<file path="src/shared/dregsp_pkg.sv">
// Functional notes
// Address is 00010 plus two strap bits.
// Seven address bits MSB first, direction, acknowledge.
// Write byte: two select bits, six payload.
// Reads alternate status one, two; restart one.
// Start or stop inside transfer resets sequencing.
// Master changes data only while clock low.
// Master writes one control byte per transfer.
// Matching address is acknowledged on ninth clock.
// Written byte acknowledged; master releases data line.
// Read sends byte, releases line for acknowledge.
// Master acknowledge continues; no acknowledge stops.
// Attention line is active low open drain.
// Attention set on new fault and power-on.
// Attention cleared after read address acknowledged.
// Fault flags are latched in status.
// Non-fault flags never raise attention.
// Live flags follow conditions; off flag on changes.
// Status held until read completes, then resampled.
// Healthy device reads all-zero status.
// Bus ignored until logic supply ready; undervoltage set.
// Control registers are zero after power-up.
// Select 00 channel one, 01 channel two.
// Bits 0-2 step, 3 range, 5 output enable.
// Bit 4 is stored but has no effect.
// Select 10/11 tone registers: source, gate, cable test.
// Unmatched address: no acknowledge, ignore until start.
`default_nettype none

package dregsp_pkg;

    localparam logic [4:0] ADDR_FIXED_HI = 5'h02;

    localparam logic [1:0] SEL_CHAN1_OUTPUT = 2'h0;
    localparam logic [1:0] SEL_CHAN2_OUTPUT = 2'h1;
    localparam logic [1:0] SEL_CHAN1_TONE   = 2'h2;
    localparam logic [1:0] SEL_CHAN2_TONE   = 2'h3;

    // Field positions inside an output-setting register.
    localparam int LEVEL_STEP_BIT0       = 0;
    localparam int LEVEL_RANGE_BIT       = 3;
    localparam int OVERCURRENT_TIMER_BIT = 4;
    localparam int OUTPUT_ON_BIT         = 5;
    // Field positions inside a tone register.
    localparam int TONE_SOURCE_BIT = 0;
    localparam int TONE_ON_BIT     = 1;
    localparam int CABLE_TEST_BIT  = 2;

    localparam logic [5:0] OUTPUT_SETTING_RESET = 6'h00;
    localparam logic [2:0] TONE_SETTING_RESET   = 3'h0;

    // Latched fault vector, status register one bits 3..0.
    localparam int FLT_OVERTEMP     = 0;
    localparam int FLT_UNDERVOLTAGE = 1;
    localparam int FLT_OVERCURRENT1 = 2;
    localparam int FLT_OVERCURRENT2 = 3;
    localparam int FAULT_W          = 4;
    // Live vector: bits 3..0 go to status one 7..4, 7..4 to status two.
    localparam int LIVE_OFF1   = 0;
    localparam int LIVE_OFF2   = 1;
    localparam int LIVE_PNG1   = 2;
    localparam int LIVE_PNG2   = 3;
    localparam int LIVE_CAD1   = 4;
    localparam int LIVE_CAD2   = 5;
    localparam int LIVE_TONE1  = 6;
    localparam int LIVE_TONE2  = 7;
    localparam int LIVE_W      = 8;

    localparam logic [3:0] BYTE_BITS = 4'h8;
    localparam logic [3:0] LAST_BIT  = 4'h7;
    localparam int         PIN_W     = 17;

    typedef enum logic [2:0] {
        ST_IDLE,
        ST_ADDR,
        ST_ADDR_ACK,
        ST_WR_DATA,
        ST_WR_ACK,
        ST_RD_DATA,
        ST_RD_ACK,
        ST_SKIP
    } dregsp_state_e;

endpackage

`default_nettype wire

</file>
<file path="src/rtl/dregsp_sync.sv">
`default_nettype none

module dregsp_sync
    import dregsp_pkg::*;
#(
    parameter int WIDTH = 1
) (
    input  wire logic             i_clk,
    input  wire logic             i_reset_n,
    input  wire logic [WIDTH-1:0] i_async,
    output logic      [WIDTH-1:0] o_sync
);

    typedef struct packed {
        logic [WIDTH-1:0] first;
        logic [WIDTH-1:0] second;
    } dregsp_sync_s;

    dregsp_sync_s s;
    dregsp_sync_s next_s;

    always_comb begin
        next_s.first  = i_async;
        next_s.second = s.first;
    end

    always_ff @(posedge i_clk) begin
        if (!i_reset_n) begin
            s <= '0;
        end else begin
            s <= next_s;
        end
    end

    assign o_sync = s.second;

endmodule

`default_nettype wire

</file>
<file path="src/rtl/dregsp_status.sv">
`default_nettype none

module dregsp_status
    import dregsp_pkg::*;
(
    input  wire logic               i_clk,
    input  wire logic               i_reset_n,
    input  wire logic [FAULT_W-1:0] i_fault_raw,
    input  wire logic [LIVE_W-1:0]  i_live_raw,
    input  wire logic               i_freeze,
    input  wire logic               i_resample,
    input  wire logic               i_por,
    output logic      [7:0]         o_status1,
    output logic      [7:0]         o_status2,
    output logic                    o_fault_new
);

    typedef struct packed {
        logic [FAULT_W-1:0] fault_lat;
        logic [FAULT_W-1:0] pend;
        logic [LIVE_W-1:0]  live;
        logic               fault_new;
    } dregsp_status_s;

    dregsp_status_s s;
    dregsp_status_s next_s;

    always_comb begin
        next_s = s;
        // first recognition pulse
        next_s.fault_new = |(i_fault_raw & ~s.fault_lat & ~s.pend);
        if (i_resample) begin
            // resample after read
            next_s.fault_lat = i_fault_raw | s.pend;
            next_s.pend      = '0;
            next_s.live      = i_live_raw;
        end else if (i_freeze) begin
            // Faults seen during a read wait here so the byte stays stable.
            next_s.pend = s.pend | i_fault_raw;
        end else begin
            // latch fault bits
            next_s.fault_lat = s.fault_lat | i_fault_raw | s.pend;
            next_s.pend      = '0;
            // live flags follow
            next_s.live      = i_live_raw;
        end
        // power-on undervoltage set
        if (i_por) begin
            next_s.fault_lat[FLT_UNDERVOLTAGE] = 1'b1;
        end
    end

    always_ff @(posedge i_clk) begin
        if (!i_reset_n) begin
            s <= '0;
        end else begin
            s <= next_s;
        end
    end

    // zero when healthy
    assign o_status1   = {s.live[3:0], s.fault_lat};
    assign o_status2   = {4'h0, s.live[7:4]};
    assign o_fault_new = s.fault_new;

    status_hold_a: assert property (
        @(posedge i_clk) disable iff (!i_reset_n)
        (i_freeze && !i_resample && !i_por) |=> ($stable(o_status1)
            && $stable(o_status2)))
        else $error("Status changed during a read transfer.");

endmodule

`default_nettype wire

</file>
<file path="src/rtl/dregsp_port.sv">
`default_nettype none

module dregsp_port
    import dregsp_pkg::*;
(
    input  wire logic       i_clk,
    input  wire logic       i_reset_n,
    input  wire logic       i_scl,
    input  wire logic       i_sda,
    input  wire logic [1:0] i_bus_id_pin,
    input  wire logic       i_logic_supply_ok,
    input  wire logic       i_main_supply_ok,
    input  wire logic       i_overtemp,
    input  wire logic [1:0] i_overcurrent,
    input  wire logic [1:0] i_output_off,
    input  wire logic [1:0] i_power_not_good,
    input  wire logic [1:0] i_cable_disconnect,
    input  wire logic [1:0] i_tone_present,
    output logic            o_sda_out,
    output logic            o_sda_oe,
    output logic            o_attention_line_n_out,
    output logic            o_attention_line_n_oe,
    output logic      [5:0] o_chan1_output_setting,
    output logic      [5:0] o_chan2_output_setting,
    output logic      [2:0] o_chan1_tone_setting,
    output logic      [2:0] o_chan2_tone_setting
);

    typedef struct packed {
        dregsp_state_e state;
        logic          scl_d;
        logic          sda_d;
        logic [3:0]    bitcnt;
        logic [7:0]    shift;
        logic          rw;
        logic          rd_sel;
        logic          rd_acked;
        logic          in_read;
        logic          sda_oe;
        logic          attn_oe;
        logic          por_done;
        logic [5:0]    chan1_out;
        logic [5:0]    chan2_out;
        logic [2:0]    chan1_tone;
        logic [2:0]    chan2_tone;
    } dregsp_port_s;

    dregsp_port_s s;
    dregsp_port_s next_s;

    logic [PIN_W-1:0]   pins;
    logic [PIN_W-1:0]   sy;
    logic [7:0]         status1;
    logic [7:0]         status2;
    logic               fault_new;
    logic [FAULT_W-1:0] fault_raw;
    logic [LIVE_W-1:0]  live_raw;
    logic               scl;
    logic               sda;
    logic               ready;
    logic               scl_rise;
    logic               scl_fall;
    logic               start_det;
    logic               stop_det;
    logic               por_evt;
    logic               attn_clear;
    logic               resample;
    logic [6:0]         own_addr;
    logic [7:0]         next_byte;

    assign pins = {i_tone_present, i_cable_disconnect, i_power_not_good,
                   i_output_off, i_overcurrent, i_overtemp,
                   i_main_supply_ok, i_logic_supply_ok, i_bus_id_pin,
                   i_sda, i_scl};

    dregsp_sync #(
        .WIDTH (PIN_W)
    ) u_sync (
        .i_clk     (i_clk),
        .i_reset_n (i_reset_n),
        .i_async   (pins),
        .o_sync    (sy)
    );

    assign scl   = sy[0];
    assign sda   = sy[1];
    assign ready = sy[4];
    // strap selects address
    assign own_addr  = {ADDR_FIXED_HI, sy[3:2]};
    // faults only, no live flags
    assign fault_raw = {sy[8:7], ~sy[5], sy[6]};
    assign live_raw  = {sy[16:15], sy[14:13], sy[12:11], sy[10:9]};

    assign scl_rise  = scl & ~s.scl_d;
    assign scl_fall  = ~scl & s.scl_d;
    // data edges with clock high mark frames
    assign start_det = scl & s.scl_d & s.sda_d & ~sda;
    assign stop_det  = scl & s.scl_d & ~s.sda_d & sda;
    // power-on raises attention
    assign por_evt   = ready & sy[5] & ~s.por_done;

    dregsp_status u_status (
        .i_clk       (i_clk),
        .i_reset_n   (i_reset_n),
        .i_fault_raw (fault_raw),
        .i_live_raw  (live_raw),
        .i_freeze    (s.in_read),
        .i_resample  (resample),
        .i_por       (por_evt),
        .o_status1   (status1),
        .o_status2   (status2),
        .o_fault_new (fault_new)
    );

    always_comb begin
        next_s     = s;
        resample   = 1'b0;
        attn_clear = 1'b0;
        next_byte  = s.rd_sel ? status2 : status1;
        next_s.scl_d = scl;
        next_s.sda_d = sda;
        if (!ready) begin
            // bus ignored before supply
            next_s.state    = ST_IDLE;
            next_s.sda_oe   = 1'b0;
            next_s.in_read  = 1'b0;
            next_s.por_done = 1'b0;
        end else if (start_det || stop_det) begin
            // frame edge resets sequence
            resample       = s.in_read;
            next_s.in_read = 1'b0;
            next_s.sda_oe  = 1'b0;
            next_s.bitcnt  = 4'h0;
            next_s.state   = start_det ? ST_ADDR : ST_IDLE;
        end else begin
            case (s.state)
                ST_ADDR, ST_WR_DATA: begin
                    if (scl_rise) begin
                        // shift in MSB first
                        next_s.shift  = {s.shift[6:0], sda};
                        next_s.bitcnt = s.bitcnt + 4'h1;
                    end else if (scl_fall && s.bitcnt == BYTE_BITS) begin
                        next_s.bitcnt = 4'h0;
                        if (s.state == ST_ADDR) begin
                            if (s.shift[7:1] == own_addr) begin
                                // acknowledge own address
                                next_s.sda_oe = 1'b1;
                                next_s.rw     = s.shift[0];
                                next_s.state  = ST_ADDR_ACK;
                            end else begin
                                // foreign address ignored
                                next_s.state = ST_SKIP;
                            end
                        end else begin
                            // select and payload split
                            case (s.shift[7:6])
                                // output setting targets
                                SEL_CHAN1_OUTPUT: begin
                                    next_s.chan1_out = s.shift[5:0];
                                end
                                SEL_CHAN2_OUTPUT: begin
                                    next_s.chan2_out = s.shift[5:0];
                                end
                                // tone register targets
                                SEL_CHAN1_TONE: begin
                                    next_s.chan1_tone = s.shift[2:0];
                                end
                                default: begin
                                    next_s.chan2_tone = s.shift[2:0];
                                end
                            endcase
                            // acknowledge written byte
                            next_s.sda_oe = 1'b1;
                            next_s.state  = ST_WR_ACK;
                        end
                    end
                end
                ST_ADDR_ACK: begin
                    if (scl_fall) begin
                        if (s.rw) begin
                            // read begins with status one
                            next_s.in_read = 1'b1;
                            next_s.rd_sel  = 1'b1;
                            next_s.shift   = status1;
                            next_s.sda_oe  = ~status1[7];
                            next_s.state   = ST_RD_DATA;
                            attn_clear     = 1'b1;
                        end else begin
                            next_s.sda_oe = 1'b0;
                            next_s.state  = ST_WR_DATA;
                        end
                    end
                end
                ST_WR_ACK: begin
                    // further bytes are not taken
                    if (scl_fall) begin
                        next_s.sda_oe = 1'b0;
                        next_s.state  = ST_SKIP;
                    end
                end
                ST_RD_DATA: begin
                    if (scl_fall) begin
                        if (s.bitcnt == LAST_BIT) begin
                            // release for master acknowledge
                            next_s.sda_oe = 1'b0;
                            next_s.bitcnt = 4'h0;
                            next_s.state  = ST_RD_ACK;
                        end else begin
                            next_s.bitcnt = s.bitcnt + 4'h1;
                            next_s.shift  = {s.shift[6:0], 1'b0};
                            next_s.sda_oe = ~s.shift[6];
                        end
                    end
                end
                ST_RD_ACK: begin
                    if (scl_rise) begin
                        next_s.rd_acked = ~sda;
                    end else if (scl_fall) begin
                        if (s.rd_acked) begin
                            // acknowledged, send alternate byte
                            next_s.shift  = next_byte;
                            next_s.sda_oe = ~next_byte[7];
                            next_s.rd_sel = ~s.rd_sel;
                            next_s.state  = ST_RD_DATA;
                        end else begin
                            next_s.state = ST_SKIP;
                        end
                    end
                end
                default: begin
                    next_s.sda_oe = 1'b0;
                end
            endcase
        end
        if (ready) begin
            next_s.por_done = s.por_done | por_evt;
        end
        // attention clear, set wins
        if (fault_new || por_evt) begin
            next_s.attn_oe = 1'b1;
        end else if (attn_clear) begin
            next_s.attn_oe = 1'b0;
        end
    end

    // controls zero at reset
    always_ff @(posedge i_clk) begin
        if (!i_reset_n) begin
            s <= '0;
        end else begin
            s <= next_s;
        end
    end

    // Both open-drain pins only ever pull low; the enable carries the data.
    assign o_sda_out              = 1'b0;
    assign o_sda_oe               = s.sda_oe;
    // open-drain active-low attention
    assign o_attention_line_n_out = 1'b0;
    assign o_attention_line_n_oe  = s.attn_oe;
    // fields pass straight to the regulators
    assign o_chan1_output_setting = s.chan1_out;
    assign o_chan2_output_setting = s.chan2_out;
    assign o_chan1_tone_setting   = s.chan1_tone;
    assign o_chan2_tone_setting   = s.chan2_tone;

    start_reset_a: assert property (
        @(posedge i_clk) disable iff (!i_reset_n)
        (ready && start_det) |=> (s.state == ST_ADDR && s.bitcnt == 4'h0
            && !s.sda_oe))
        else $error("Start did not restart the address phase.");

    stop_reset_a: assert property (
        @(posedge i_clk) disable iff (!i_reset_n)
        (ready && stop_det) |=> (s.state == ST_IDLE && !s.in_read))
        else $error("Stop did not end the transfer.");

    addr_ack_a: assert property (
        @(posedge i_clk) disable iff (!i_reset_n)
        $rose(s.state == ST_ADDR_ACK) |->
            ($past(s.shift[7:1]) == own_addr && s.sda_oe))
        else $error("Address acknowledge without a match.");

    foreign_quiet_a: assert property (
        @(posedge i_clk) disable iff (!i_reset_n)
        (s.state == ST_SKIP) |-> !s.sda_oe)
        else $error("Data line driven while ignoring a transfer.");

    rd_release_a: assert property (
        @(posedge i_clk) disable iff (!i_reset_n)
        (s.state == ST_RD_ACK) |-> !s.sda_oe)
        else $error("Data line held during master acknowledge.");

    attn_set_a: assert property (
        @(posedge i_clk) disable iff (!i_reset_n)
        (fault_new || por_evt) |=> o_attention_line_n_oe
            ##1 (o_attention_line_n_oe || $past(attn_clear)))
        else $error("Attention not raised on a new fault.");

    attn_cause_a: assert property (
        @(posedge i_clk) disable iff (!i_reset_n)
        $rose(o_attention_line_n_oe) |-> $past(fault_new || por_evt))
        else $error("Attention raised without a fault or power-on.");

    attn_clear_a: assert property (
        @(posedge i_clk) disable iff (!i_reset_n)
        $fell(o_attention_line_n_oe) |->
            ($past(s.state) == ST_ADDR_ACK && s.state == ST_RD_DATA))
        else $error("Attention cleared outside a read address.");

    ctrl_write_a: assert property (
        @(posedge i_clk) disable iff (!i_reset_n)
        (ready && !start_det && !stop_det && s.state == ST_WR_DATA
            && scl_fall && s.bitcnt == BYTE_BITS
            && s.shift[7:6] == SEL_CHAN1_OUTPUT)
        |=> (s.chan1_out == $past(s.shift[5:0]) && s.state == ST_WR_ACK))
        else $error("Control byte not stored in channel one.");

    power_ignore_a: assert property (
        @(posedge i_clk) disable iff (!i_reset_n)
        !ready |=> (s.state == ST_IDLE && !s.sda_oe))
        else $error("Bus served before logic supply is ready.");

endmodule

`default_nettype wire

</file>
<file path="config.mk">
export PLATFORM = sky130hd
export DESIGN_NAME = dregsp_port
export DESIGN_NICKNAME = d
export VERILOG_FILES = /design/src/shared/dregsp_pkg.sv /design/src/rtl/dregsp_sync.sv /design/src/rtl/dregsp_status.sv /design/src/rtl/dregsp_port.sv
export SDC_FILE = /design/constraint.sdc
export NUM_CORES = 1
export LEC_CHECK = 0
export ABC_AREA = 1
export CORE_MARGIN = 1.5
export CORE_UTILIZATION = 35
export CTS_BUF_LIST = sky130_fd_sc_hd__clkbuf_4
export DETAILED_ROUTE_END_ITERATION = 7
export DONT_BUFFER_PORTS = 1
export HOLD_SLACK_MARGIN = 0.02
export SLEW_MARGIN = 20
export SYNTH_ARGS = -nofsm -noshare
export SYNTH_HDL_FRONTEND = slang
export SYNTH_SLANG_ARGS = --single-unit
</file>
<file path="constraint.sdc">
create_clock -name i_clk -period 3.7 [get_ports i_clk]
set_input_delay 0.555 -clock i_clk [delete_from_list [all_inputs] [get_ports i_clk]]
set_output_delay 0.555 -clock i_clk [all_outputs]
set_load 0.005 [all_outputs]
</file>
# Word-level counts from Yosys, hierarchy flattened

Index checks and enable logic that the tools add are counted.

Bits of input ports: 19
Register bits: 93

Add/subtract/negate cells: 1
Multiplexer cells: 63
Reductions and logical operators: 27
Equality and inequality tests: 34
Bitwise operators: 34

Operators by type and width:

| operator                                   | count |
|---|---|
| two-way mux 8 bit                          | 9 |
| two-way mux 3 bit                          | 12 |
| AND reduction 7 bit                        | 5 |
| case mux 8 bit (4 select lines)            | 1 |
| two-way mux 1 bit                          | 28 |
| != test 3 bit, second input constant       | 9 |
| two-way mux 4 bit                          | 6 |
| != test 2 bit, second input constant       | 11 |
| AND reduction 9 bit                        | 2 |
| inverter 1 bit                             | 17 |
| two-way mux 16 bit                         | 1 |
| case mux 3 bit (5 select lines)            | 1 |
| two-way mux 12 bit                         | 1 |
| bitwise OR 4 bit                           | 3 |
| AND reduction 11 bit                       | 1 |
| bitwise AND 1 bit                          | 9 |
| equality test 3 bit, second input constant | 3 |
| OR reduction 3 bit                         | 3 |
| bitwise AND 4 bit                          | 2 |
| inverter 4 bit                             | 2 |
| case mux 4 bit (2 select lines)            | 1 |
| AND reduction 4 bit                        | 2 |
| AND reduction 8 bit                        | 1 |
| equality test 7 x 4 -> 1 bit               | 1 |
| other kinds (25)                           | 28 |

# Logic depth before layout (Yosys ltp)

Gate-level depths: netlist of run 1.

Depth in word-level cells: 8
Gate-level depth with buffers: 12
Depth with buffers taken out: 12

# Modules after synthesis

Synthesis of run 1 repeated with hierarchy kept, for this count alone.

Cell total of the unflattened synthesis: 604
Area, all modules: 4326.6 um^2

By module, submodules not included:

| module        | cells an instance | area each (um^2) | sequential area each (um^2) | times used |
|---|---|---|---|---|
| dregsp_port   | 399               | 2562.5           | 840.8                       | 1 |
| dregsp_sync   | 106               | 977.2            | 680.7                       | 1 |
| dregsp_status | 99                | 787.0            | 340.3                       | 1 |

# Worst setup path before layout of run 1

OpenSTA, ideal clock, no wires.

Kind: register to register
Start point: reg s[33] (netlist name)
End point: reg s (netlist bit o_chan1_output_setting[3])
Required time: 3.581 ns
Arrival time: 1.364 ns
Library setup time: 0.119 ns
Cell stages (with the launch flop): 11
Slack: 2.217 ns
Buffers on the path: 1
Cells stage by stage: dfxtp_1 > inv_1 > ha_1 > nand2_1 > inv_1 > nand3_1 > nor2_2 > nand4_1 > buf_2 > o21ai_0 > a21oi_1

Longest elaborated chain between the ends: 3

RTL lines:

| element                              | line               | text |
|---|---|---|
| from (decl)                          | dregsp_port.sv:48  | `dregsp_port_s s;` |
| from (signal assigned)               | dregsp_port.sv:251 | `s <= next_s;` |
| equality test 4 bit                  | dregsp_port.sv:142 | `end else if (scl_fall && s.bitcnt == BYTE_BITS) begin` |
| logical AND 1 bit                    | dregsp_port.sv:142 |  |
| AND reduction 7 bit (no source line) | n/a                |  |

No other way between the ends.
A chain may end at the register's enable or synchronous reset.

# Worst setup path after layout of run 1

Start point: reg u_sync.s (netlist bit u_sync.o_sync[0])
End point: reg u_status.s[12] (netlist name)

Longest elaborated chain between the ends: 7
Elaborated cells on any way between the ends: 9

RTL lines:

| element                                                   | line                                 | text |
|---|---|---|
| from (decl)                                               | dregsp_sync.sv:19                    | `dregsp_sync_s s;` |
| from (signal assigned)                                    | dregsp_sync.sv:31                    | `s <= next_s;` |
| bitwise AND 1 bit *                                       | dregsp_port.sv:97, dregsp_port.sv:98 |  |
| bitwise AND 1 bit, on equally long branches (2 in series) | dregsp_port.sv:97, dregsp_port.sv:98 |  |
| logical OR 1 bit *                                        | dregsp_port.sv:128                   | `end else if (start_det \|\| stop_det) begin` |
| two-way mux 1 bit *                                       | dregsp_port.sv:128                   |  |
| two-way mux 1 bit *                                       | dregsp_port.sv:122                   | `if (!ready) begin` |
| OR reduction 3 bit (no source line) *                     | n/a                                  |  |
| to (signal assigned)                                      | dregsp_status.sv:57                  | `s <= next_s;` |
| to (decl)                                                 | dregsp_status.sv:25                  | `dregsp_status_s s;` |

Mark *: on every way between the ends. The rest lies on a longest branch, timed or not.

==> impl_metrics.py, run 1 <==
metrics = {
    "cells_and_area": {
        "diodes": 0,
        "area_delta_synth_final_pct": 2.06,
        "fin_nets": 558,
        "fin_area_um2": 4030,
        "fill_cells": 1179,
        "drive_above_1_share_pct": 5.72,
    },
    "logic_synthesis": {
        "synth_compound_area_share_pct": 10.8,
        "synth_common_cells": "nand2_1 (118), inv_1 (101), dfxtp_1 (93), nor2_1 (79), a21oi_1 (34)",
        "synth_area_leaders": "dfxtp_1 (47%), nand2_1 (11%), inv_1 (9.6%)",
        "muxShareOfSynthArea_pct": 0,
        "synthCells": 559,
        "synth_edf_count": 0,
        "synth_area_um2": 3950,
        "synth_warnings": 0,
        "synth_top_family_by_area": "simple AND/OR/NAND/NOR gates",
        "synth_seq_cells": 93,
        "synth_area_leader_cell": "dfxtp_1",
        "seq_area_frac_synth_pct": 47.1,
        "synth-xor-area-share_pct": 0.222,
        "yosys.area_share.simple_pct": 25.6,
        "async_flop_share_pct": 0,
        "ys.flop_type": "dfxtp_1",
        "synth_fa_ha_area_share_pct": 0.634,
        "synth.most_common_cell": "nand2_1",
        "synth.top_cell.area_share_pct": 47.1,
        "synthDistinctLibCells": 31,
        "avgSynthCellArea_um2": 7.06,
    },
    "worst_setup_path": {
        "cp-end-kind": "flip-flop",
        "r2r-start": "u_sync.o_sync[0]",
        "reg2reg_depth": 9,
        "worstSetupStartpointType": "flip-flop",
        "cp.buffers_inverters": 3,
        "crit_required_ps": 4060,
        "ff2ff_setup_slack_ps": 1560,
        "crit_top_cell": "nand2_1",
        "cp_top_family": "simple AND/OR/NAND/NOR gates",
        "cp_slowest_cell": "dfxtp_1",
        "crit_chain": "nand2_1, inv_1, nand2_1, inv_1, nand3_1, nand2_1, clkinv_1, nand2_1, nor2_1",
        "cpPeakStageDelay_ps": 410,
        "cp_data_arrival_time_ps": 2500,
        "crit_path_max_fanout": 13,
        "path_class": "flip-flop to flip-flop",
        "reg2reg_to": "u_status.s[12]",
    },
    "global_routing": {
        "grt_pass1_wl_um": 13200,
        "antenna_found_initial": 0,
        "grt_max_degree": 79,
        "track_usage_pct": 14.4,
        "overflow": 0,
        "grt_pass1_vias": 2893,
    },
    "cts": {
        "cts_made_buffers": 9,
        "cts_resized": 0,
        "cts_tree": "done",
        "post-cts-setup-buffers": 0,
        "clock_sinks": 93,
        "cts_buffer_depth": 2,
        "ctsHoldBuffers": 0,
        "clock_latency_ps": 450,
        "cts.htree.levels": 3,
        "path_clk_slew_ps": 150,
        "root_buffer": "clkbuf_4",
    },
    "die": {
        "core_um2": 10900,
        "start_util_pct": 36.1,
        "row_count": 38,
        "dieArea_um2": 11900,
        "fp.dieW_um": 109,
        "ios": 41,
        "die_h_um": 109,
    },
    "placement": {
        "place_area_um2": 3910,
        "place_worst_setup_slack_ps": 1570,
        "dp_hpwl_um": 5560,
        "place_congestion": 0.857,
        "io_buffers": 0,
    },
    "pwr": {
        "power.leakage_nw": 1.84,
        "power.total_mw": 1.58,
        "power.density_nw_per_um2": 392,
        "vdd_drop_max_mv": 0.297,
    },
    "routing": {
        "finalWirelength_um": 7820,
        "drc": 0,
        "postRouteAntennaNets": 0,
        "drt_pre_antenna_iters": 4,
        "num_vias": 3038,
        "viasPerCell": 4.45,
        "routedWlPerCell_um": 11.5,
        "drtIter0Drc": 110,
    },
    "status": {
        "status": "finished clean",
    },
    "timing": {
        "finalCriticalPeriod_ps": 2140,
        "max_freq_mhz": 467,
        "slew_headroom_pct": 56.5,
        "slew_viol_final": 0,
        "hold_viol": 0,
        "skew_ps": 13.2,
        "rsz0062_at_grt": "false",
        "setup-tns-final_ps": 0,
        "setup_viol": 0,
        "whs_ps": 196,
        "period_share_pct": 57.9,
        "worstMarginPinSlew_ps": 649,
        "fin_ws_ps": 1560,
    },
    "hold_path": {
        "holdPathEnd": "u_sync.next_s[5]",
        "min-delay-start": "i_main_supply_ok",
        "hold_depth": 2,
        "hp-class": "input port to flip-flop",
    },
    "flow_run": {
        "maxCapViolCount": 0,
    },
}
## cells in the final DEF (no fill, tap or decap), drive strengths merged
cell type  Yosys  final
a21oi         34     34
nor4           1      1
clkbuf         9      9
o22ai          6      6
nand3b         3      3
clkinv         1      5
o21ai         37     37
a311oi         1      1
clkinvlp       0      1
nor2          86     86
nand2        120    120
inv          105    107
a41oi          1      1
a211oi         1      1
xnor2          1      1
nor3           2      2
or2            1      1
nand4          7      7
ha             2      2
o2bb2ai        1      1
nand3         21     21
dfxtp         93     93
conb           1      2
## where the power goes
group	switching, mW	internal [mW]	leakage, nW
registers	0.0117	1.03	0.759
logic	0.0284	0.0197	1.02
clock network	0.350	0.142	0.0656
total	0.390	1.19	1.84
## cell type report
type                    count  area (um2)  share of cell area, %
clock buffers               9        67.6                   1.68
clock inverters             7        50.0                   1.24
inverters                 106         398                   9.87
multi-input cells         327        1480                   36.7
flip-flops and latches     93        1860                   46.2
well taps                 140         175                   4.35
## per-layer routing
layer	global-route usage (%)	wire, um	up-vias	share of wire [%]
met5	0	0	-	0
met4	6.22	80	0	1.0
met3	4.06	297	6	3.8
met2	22.6	3440	58	44
met1	18.6	4000	1326	51
li1	-	-	1648	-
## worst reg2reg max path, stage by stage, from the launching register on
cell and delay (ps):
dfxtp_1 410, nand2_1 70, inv_1 70, nand2_1 260, inv_1 190, nand3_1 180
nand2_1 320, clkinv_1 290, nand2_1 200, nor2_1 60
## stage by stage
step / utilization [%] / cells
after detailed placement: 35.8 / 666
after CTS: 36.9 / 682
after global routing: 36.9 / 682
final: 36.9 / 682
after floorplan: - / 560
after global placement: 35.8 / 666
## flip-flops by register name (all words and copies together) (netlist names), 3 cells and up
register,flops
u_status.o_status2,4
o_chan1_output_setting,6
u_sync.next_s,17
u_status.s,4
o_chan2_tone_setting,3
o_chan2_output_setting,6
u_sync.o_sync,17
u_status.o_status1,8
s,22
o_chan1_tone_setting,3
## cells by family after synthesis
| group | after synthesis |
|---|---|
| xor gates and xnor gates | 1 |
| AOI/OAI and AO/OA | 81 |
| and+or+nand+nor | 241 |
| DFF | 93 |
| buffers and inverters | 140 |
| other | 1 |
| adders and majority gates | 2 |
## how the worst max path moves through the flow
stage | depth (start not counted) | start | end
after global placement | 9 | u_sync.o_sync[0] | u_status.s[10]
after global routing | 9 | u_sync.o_sync[1] | u_status.s[11]
final | 9 | u_sync.o_sync[0] | u_status.s[12]
after floorplan | 10 | s[33] | o_chan1_output_setting[3]
after CTS | 9 | u_sync.o_sync[0] | u_status.s[11]
after detailed placement | 9 | u_sync.o_sync[0] | u_status.s[10]
Note: power is estimated with default switching activity, not from simulation.
==> run 2, diff against run 1 <==
--- a/config.mk
+++ b/config.mk
@@ -5,7 +5,7 @@
 export SDC_FILE = /design/constraint.sdc
 export NUM_CORES = 1
 export LEC_CHECK = 0
-export ABC_AREA = 1
+export ABC_AREA = 0
 export CORE_MARGIN = 1.5
 export CORE_UTILIZATION = 35
 export CTS_BUF_LIST = sky130_fd_sc_hd__clkbuf_4
==> constraint.sdc (replaced) <==
create_clock -name i_clk -period 1.9 [get_ports i_clk]
set_input_delay 0.285 -clock i_clk [delete_from_list [all_inputs] [get_ports i_clk]]
set_output_delay 0.285 -clock i_clk [all_outputs]
set_load 0.005 [all_outputs]
==> run 2 against run 1 <==
- cell count is 13% lower
- sequential cell count unchanged
- first-iteration DRC count rose by 11%
- critical path depth unchanged
- via count decreased by 2.3%
- fmax rose by 19%
- clock skew increased by 8.7 ps
==> impl_metrics.py, run 2 <==
metrics = {
    "global_routing": {
        "grt_pass1_wl_um": 14400,
        "grt_pass1_vias": 2797,
        "grt_max_degree": 52,
        "track_usage_pct": 15.7,
        "overflow": 0,
        "antenna_found_initial": 0,
    },
    "logic_synthesis": {
        "ys.flop_type": "dfxtp_1",
        "synth_seq_cells": 93,
        "synthCells": 424,
        "synth_edf_count": 0,
        "synth.top_cell.area_share_pct": 46.4,
        "synthDistinctLibCells": 61,
        "synth_common_cells": "dfxtp_1 (93), nor2_1 (48), and2_1 (37), mux2i_1 (32), nand2_1 (25)",
        "synth_area_um2": 4020,
        "synth.most_common_cell": "dfxtp_1",
        "synth_area_leader_cell": "dfxtp_1",
        "avgSynthCellArea_um2": 9.47,
        "synth_area_leaders": "dfxtp_1 (46%), mux2i_1 (8.0%), and2_1 (5.8%)",
        "muxShareOfSynthArea_pct": 8.54,
        "async_flop_share_pct": 0,
        "synth_fa_ha_area_share_pct": 0.623,
        "seq_area_frac_synth_pct": 46.4,
        "synth-xor-area-share_pct": 1.06,
        "yosys.area_share.simple_pct": 22.5,
        "synth_compound_area_share_pct": 13.3,
        "synth_warnings": 0,
        "synth_top_family_by_area": "simple AND/OR/NAND/NOR gates",
    },
    "routing": {
        "routedWlPerCell_um": 14.8,
        "postRouteAntennaNets": 0,
        "viasPerCell": 5.01,
        "num_vias": 2967,
        "drc": 0,
        "drtIter0Drc": 122,
        "drt_pre_antenna_iters": 4,
        "finalWirelength_um": 8760,
    },
    "cts": {
        "cts_made_buffers": 9,
        "cts_buffer_depth": 2,
        "cts_tree": "done",
        "root_buffer": "clkbuf_4",
        "clock_latency_ps": 460,
        "path_clk_slew_ps": 160,
        "clock_sinks": 93,
        "cts.htree.levels": 3,
    },
    "die": {
        "core_um2": 11000,
        "dieArea_um2": 12100,
        "row_count": 38,
        "start_util_pct": 36.4,
        "die_h_um": 110,
        "fp.dieW_um": 110,
        "ios": 41,
    },
    "timing": {
        "period_share_pct": 94.9,
        "setup-tns-final_ps": 0,
        "max_freq_mhz": 554,
        "setup_viol": 0,
        "hold_viol": 0,
        "fin_ws_ps": 96.6,
        "skew_ps": 21.9,
        "finalCriticalPeriod_ps": 1800,
        "rsz0062_at_grt": "false",
        "whs_ps": 121,
        "slew_viol_final": 0,
    },
    "hold_path": {
        "hp-class": "input port to flip-flop",
        "min-delay-start": "i_reset_n",
    },
    "pwr": {
        "power.leakage_nw": 1.80,
        "power.density_nw_per_um2": 700,
        "vdd_drop_max_mv": 0.458,
        "power.total_mw": 3.21,
    },
    "cells_and_area": {
        "layout_common_cells": "dfxtp_1 (86), nor2_1 (48), and2_1 (37), mux2i_1 (32), buf_4 (32)",
        "largest_register_ffs": 22,
        "area_delta_synth_final_pct": 14.1,
        "fin_area_um2": 4580,
        "fin_nets": 468,
        "diodes": 0,
        "final_common_cell": "dfxtp_1",
        "drive_above_1_share_pct": 19.0,
        "top_register": "s",
    },
    "placement": {
        "dp_hpwl_um": 5820,
        "place_area_um2": 4160,
        "place_congestion": 0.885,
        "place_worst_setup_slack_ps": 57.5,
        "io_buffers": 0,
    },
    "worst_setup_path": {
        "cp-end-kind": "flip-flop",
        "worstSetupStartpointType": "flip-flop",
        "path_class": "flip-flop to flip-flop",
        "cp_data_arrival_time_ps": 2180,
        "crit_required_ps": 2270,
        "crit_path_max_fanout": 10,
        "ff2ff_setup_slack_ps": 100,
        "crit_path_end": "s[25]",
        "r2r-start": "s[40]",
        "startpoint": "s[40]",
        "reg2reg_to": "s[25]",
        "reg2reg_depth": 9,
    },
    "status": {
        "status": "finished clean",
    },
    "flow_run": {
        "maxCapViolCount": 0,
    },
}
[run 2: cell types whose count changed after synthesis, sizes merged, moves of 6 or more]
cell   previous run  this run
mux2i             0        32
nor2             86        50
nand2           120        25
o21ai            37        25
nand3            21        11
and2              0        37
a21oi            34        19
inv             105         7
nor3b             0         6
[run 2: critical path, cell delays in order (launching register included)]
cell       delay (ps)
dfxtp_4           410
buf_4             160
nand2b_1           90
a211oi_1           50
buf_4             160
a2111oi_4         260
buf_4             190
buf_12            120
nor2_1             40
a311oi_1          230
[run 2: where the power goes]
part	switching, mW	total (mW)	internal (mW)
sequential	0.0261	2.02	2.00
clock	0.726	1.03	0.308
combinational	0.0732	0.151	0.0781
total	0.825	3.21	2.38
[run 2: how the worst min path moves through the flow]
| stage | endpoint | slack (ps) | depth (start not counted) |
|---|---|---|---|
| after floorplan | u_sync.o_sync[0] | 410 | 1 |
| after global placement | u_sync.next_s[4] | 410 | 1 |
| after detailed placement | u_sync.next_s[13] | 420 | 1 |
| after CTS | s[40] | 90 | 2 |
| after global routing | s[40] | 130 | 2 |
| final | s[40] | 120 | 2 |
[run 2: area by class of cell]
| type | count | area (um2) |
|---|---|---|
| clock buffer | 10 | 75.1 |
| clock inverter | 6 | 60.1 |
| fill | 1089 | 6450 |
| inverter | 7 | 26.3 |
| multi-input combinational | 281 | 1870 |
| sequential | 93 | 1870 |
| tap | 140 | 175 |
| timing repair buffer | 55 | 505 |
[run 2: cells by family (layout without fill, tap and decap cells)]
| group | Yosys count | after routing |
|---|---|---|
| simple gates | 162 | 162 |
| flops | 93 | 93 |
| compound gates | 77 | 77 |
| buf+inv | 51 | 78 |
| mux | 34 | 34 |
| xor+xnor | 4 | 4 |
| fa+ha+maj | 2 | 2 |
| other cells | 1 | 2 |
[run 2: through the flow]
| step | util, % | cells |
|---|---|---|
| 2_1_floorplan | - | 425 |
| 3_3_place_gp | 37.7 | 551 |
| 3_5_place_dp | 37.7 | 551 |
| 4_1_cts | 40.9 | 588 |
| 5_1_grt | 41.5 | 592 |
| 6_report | 41.5 | 592 |
[run 2: timing repair]
item	CTS	global route
hold buffers	21	0
setup endpoints to repair	0	17
endpoints found under the hold margin	53	0
buffers inserted	0	3
resized for setup	0	13
[run 2: layer usage]
layer | up-vias | GRT usage [%] | share of wire (%)
li1 | 1490 | - | -
met1 | 1407 | 20.7 | 45
met2 | 58 | 24.9 | 49
met3 | 12 | 3.47 | 3.9
met4 | 0 | 6.23 | 1.9
met5 | - | 0 | 0
==> run 3, diff against run 2 <==
--- a/config.mk
+++ b/config.mk
@@ -6,6 +6,7 @@
 export NUM_CORES = 1
 export LEC_CHECK = 0
 export ABC_AREA = 0
+export CORE_ASPECT_RATIO = 0.7
 export CORE_MARGIN = 1.5
 export CORE_UTILIZATION = 35
 export CTS_BUF_LIST = sky130_fd_sc_hd__clkbuf_4
==> constraint.sdc (replaced) <==
create_clock -name i_clk -period 1.9 [get_ports i_clk]
set_input_delay 0.095 -clock i_clk [delete_from_list [all_inputs] [get_ports i_clk]]
set_output_delay 0.095 -clock i_clk [all_outputs]
set_load 0.005 [all_outputs]
==> run 3 against run 2 <==
- cell count rose by 1.5%
- power rose by 5.8%
- largest power group unchanged
- die area about the same
- hold slack improved by 170 ps
- setup slack worse by 2.4 ps
- first-iteration DRC count up 130%
- sequential cell count unchanged
- wire length is 3.6% lower
- combinational power up 9.9%
==> impl_metrics.py, run 3 (synthesized netlist as in run 2, its figures left out) <==
metrics = {
    "hold_path": {
        "hold_depth": 2,
        "hp-class": "input port to flip-flop",
        "holdPathEnd": "u_sync.next_s[6]",
        "min-delay-start": "i_reset_n",
    },
    "worst_setup_path": {
        "crit_required_ps": 2260,
        "reg2reg_to": "o_sda_oe",
        "reg2reg_depth": 6,
        "cp_slowest_cell": "or4_1",
        "cp-end-kind": "flip-flop",
        "crit_chain": "ha_1, nand3b_1, nor2b_1, nor2b_1, or4_1, o211a_1",
        "cpPeakStageDelay_ps": 470,
        "r2r-start": "s[34]",
        "cp_data_arrival_time_ps": 2170,
        "crit_path_max_fanout": 4,
        "worstSetupStartpointType": "flip-flop",
        "crit_top_cell": "nor2b_1",
        "ff2ff_setup_slack_ps": 90,
        "path_class": "flip-flop to flip-flop",
    },
    "cts": {
        "clock_latency_ps": 450,
        "clock_sinks": 93,
        "path_clk_slew_ps": 160,
        "cts_tree": "done",
        "cts_buffer_depth": 2,
        "cts_made_buffers": 9,
        "root_buffer": "clkbuf_4",
        "cts.htree.levels": 3,
    },
    "timing": {
        "setup-tns-final_ps": 0,
        "slew_headroom_pct": 65.7,
        "setup_viol": 0,
        "max_freq_mhz": 554,
        "slew_viol_final": 0,
        "skew_ps": 16.4,
        "hold_viol": 0,
        "worstMarginPinSlew_ps": 511,
        "period_share_pct": 95.0,
        "finalCriticalPeriod_ps": 1810,
        "rsz0062_at_grt": "false",
    },
    "pwr": {
        "power.total_mw": 3.39,
        "vdd_drop_max_mv": 0.452,
        "power.density_nw_per_um2": 733,
        "power.leakage_nw": 1.81,
    },
    "cells_and_area": {
        "diodes": 0,
        "largest_register_ffs": 22,
        "regArea_um2": 1870,
        "layout_common_cells": "dfxtp_1 (88), nor2_1 (48), and2_1 (37), mux2i_1 (32), dlygate4sd3_1 (26)",
        "top_register": "s",
        "multi_input_area_um2": 1880,
        "drive_above_1_share_pct": 15.6,
        "fill_cells": 1088,
        "fin_nets": 464,
        "final_common_cell": "dfxtp_1",
        "area_delta_synth_final_pct": 15.3,
    },
    "die": {
        "dieArea_um2": 12100,
        "start_util_pct": 36.2,
        "core_um2": 11100,
        "die_h_um": 92.6,
        "ios": 41,
        "row_count": 32,
        "fp.dieW_um": 131,
    },
    "placement": {
        "io_buffers": 0,
        "place_congestion": 0.882,
        "dp_hpwl_um": 5790,
    },
    "routing": {
        "finalWirelength_um": 8450,
        "drc": 0,
        "routedWlPerCell_um": 14.1,
        "num_vias": 2909,
        "viasPerCell": 4.84,
        "drtIter0Drc": 280,
        "postRouteAntennaNets": 0,
        "drt_pre_antenna_iters": 4,
    },
    "flow_run": {
        "maxCapViolCount": 0,
    },
    "global_routing": {
        "overflow": 0,
        "grt_max_degree": 50,
        "grt_pass1_wl_um": 13800,
        "track_usage_pct": 15.1,
        "grt_pass1_vias": 2759,
        "antenna_found_initial": 1,
    },
    "status": {
        "status": "finished clean",
    },
}
-- run 3: changes by cell type in the layout (fill, tap and decap cells not counted), moves of 2 or more --
cell           change
clkinvlp_4         -2
inv_6              +2
buf_4             -11
dlygate4sd3_1      +6
buf_12             +2
clkinv_4           -2
dfxtp_1            +2
-- run 3: per-stage QoR --
step / std cells / cell area (um2) / hold slack [ps] / util, % / worst slack, ps
floorplan: 425 / 4020 / 222 / - / 190
global placement: 557 / 4130 / 224 / 37.3 / 109
detailed placement: 557 / 4130 / 225 / 37.3 / 74.9
CTS: 600 / 4580 / 232 / 41.3 / 38.0
global route: 601 / 4630 / 249 / 41.7 / 20.5
finish: 601 / 4630 / 289 / 41.7 / 94.2
-- run 3: layout make-up --
cell class | count | share of cell area, %
Timing Repair Buffer | 51 | 10.8
Clock buffer | 9 | 1.46
Tap cell | 153 | 4.14
Clock inverter | 7 | 2.22
Inverter | 7 | 0.568
Multi-Input combinational cell | 281 | 40.5
Sequential cell | 93 | 40.4
-- run 3: report_power, final --
part	total [mW]	leakage, nW	switching (mW)	internal [mW]
clock network	1.20	0.0905	0.751	0.451
logic	0.166	0.956	0.0778	0.0881
registers	2.03	0.761	0.0260	2.00
-- run 3: how the worst max path moves through the flow --
stage           from       end  depth (start not counted)
5_1_grt        s[34]  o_sda_oe                          6
4_1_cts        s[38]     s[26]                          6
6_report       s[34]  o_sda_oe                          6
3_5_place_dp   s[38]     s[26]                          6
3_3_place_gp   s[28]  o_sda_oe                          5
2_1_floorplan  s[33]     s[28]                          7
-- run 3: worst max-delay path, delay by kind of cell (launching register included) --
| kind | cells | cell delay, ps |
|---|---|---|
| DFF | 1 | 410 |
| and+or+nand+nor | 4 | 950 |
| AOI/OAI and AO/OA | 1 | 140 |
| adders and majority gates | 1 | 220 |
-- run 3: what timing repair did --
| item | in CTS | in global routing |
|---|---|---|
| gates resized for setup | 0 | 7 |
| setup buffers | 0 | 1 |
| hold buffers | 27 | 0 |
| setup endpoints to repair | 0 | 25 |
| hold endpoints to repair | 61 | 0 |
-- run 3: per-layer routing --
| layer | up-vias | global-route usage (%) | wire length [um] |
|---|---|---|---|
| met1 | 1339 | 21.7 | 4340 |
| met4 | 0 | 4.76 | 62 |
| met3 | 6 | 4.79 | 564 |
| met5 | - | 0 | 0 |
| li1 | 1486 | - | - |
| met2 | 78 | 21.0 | 3480 |
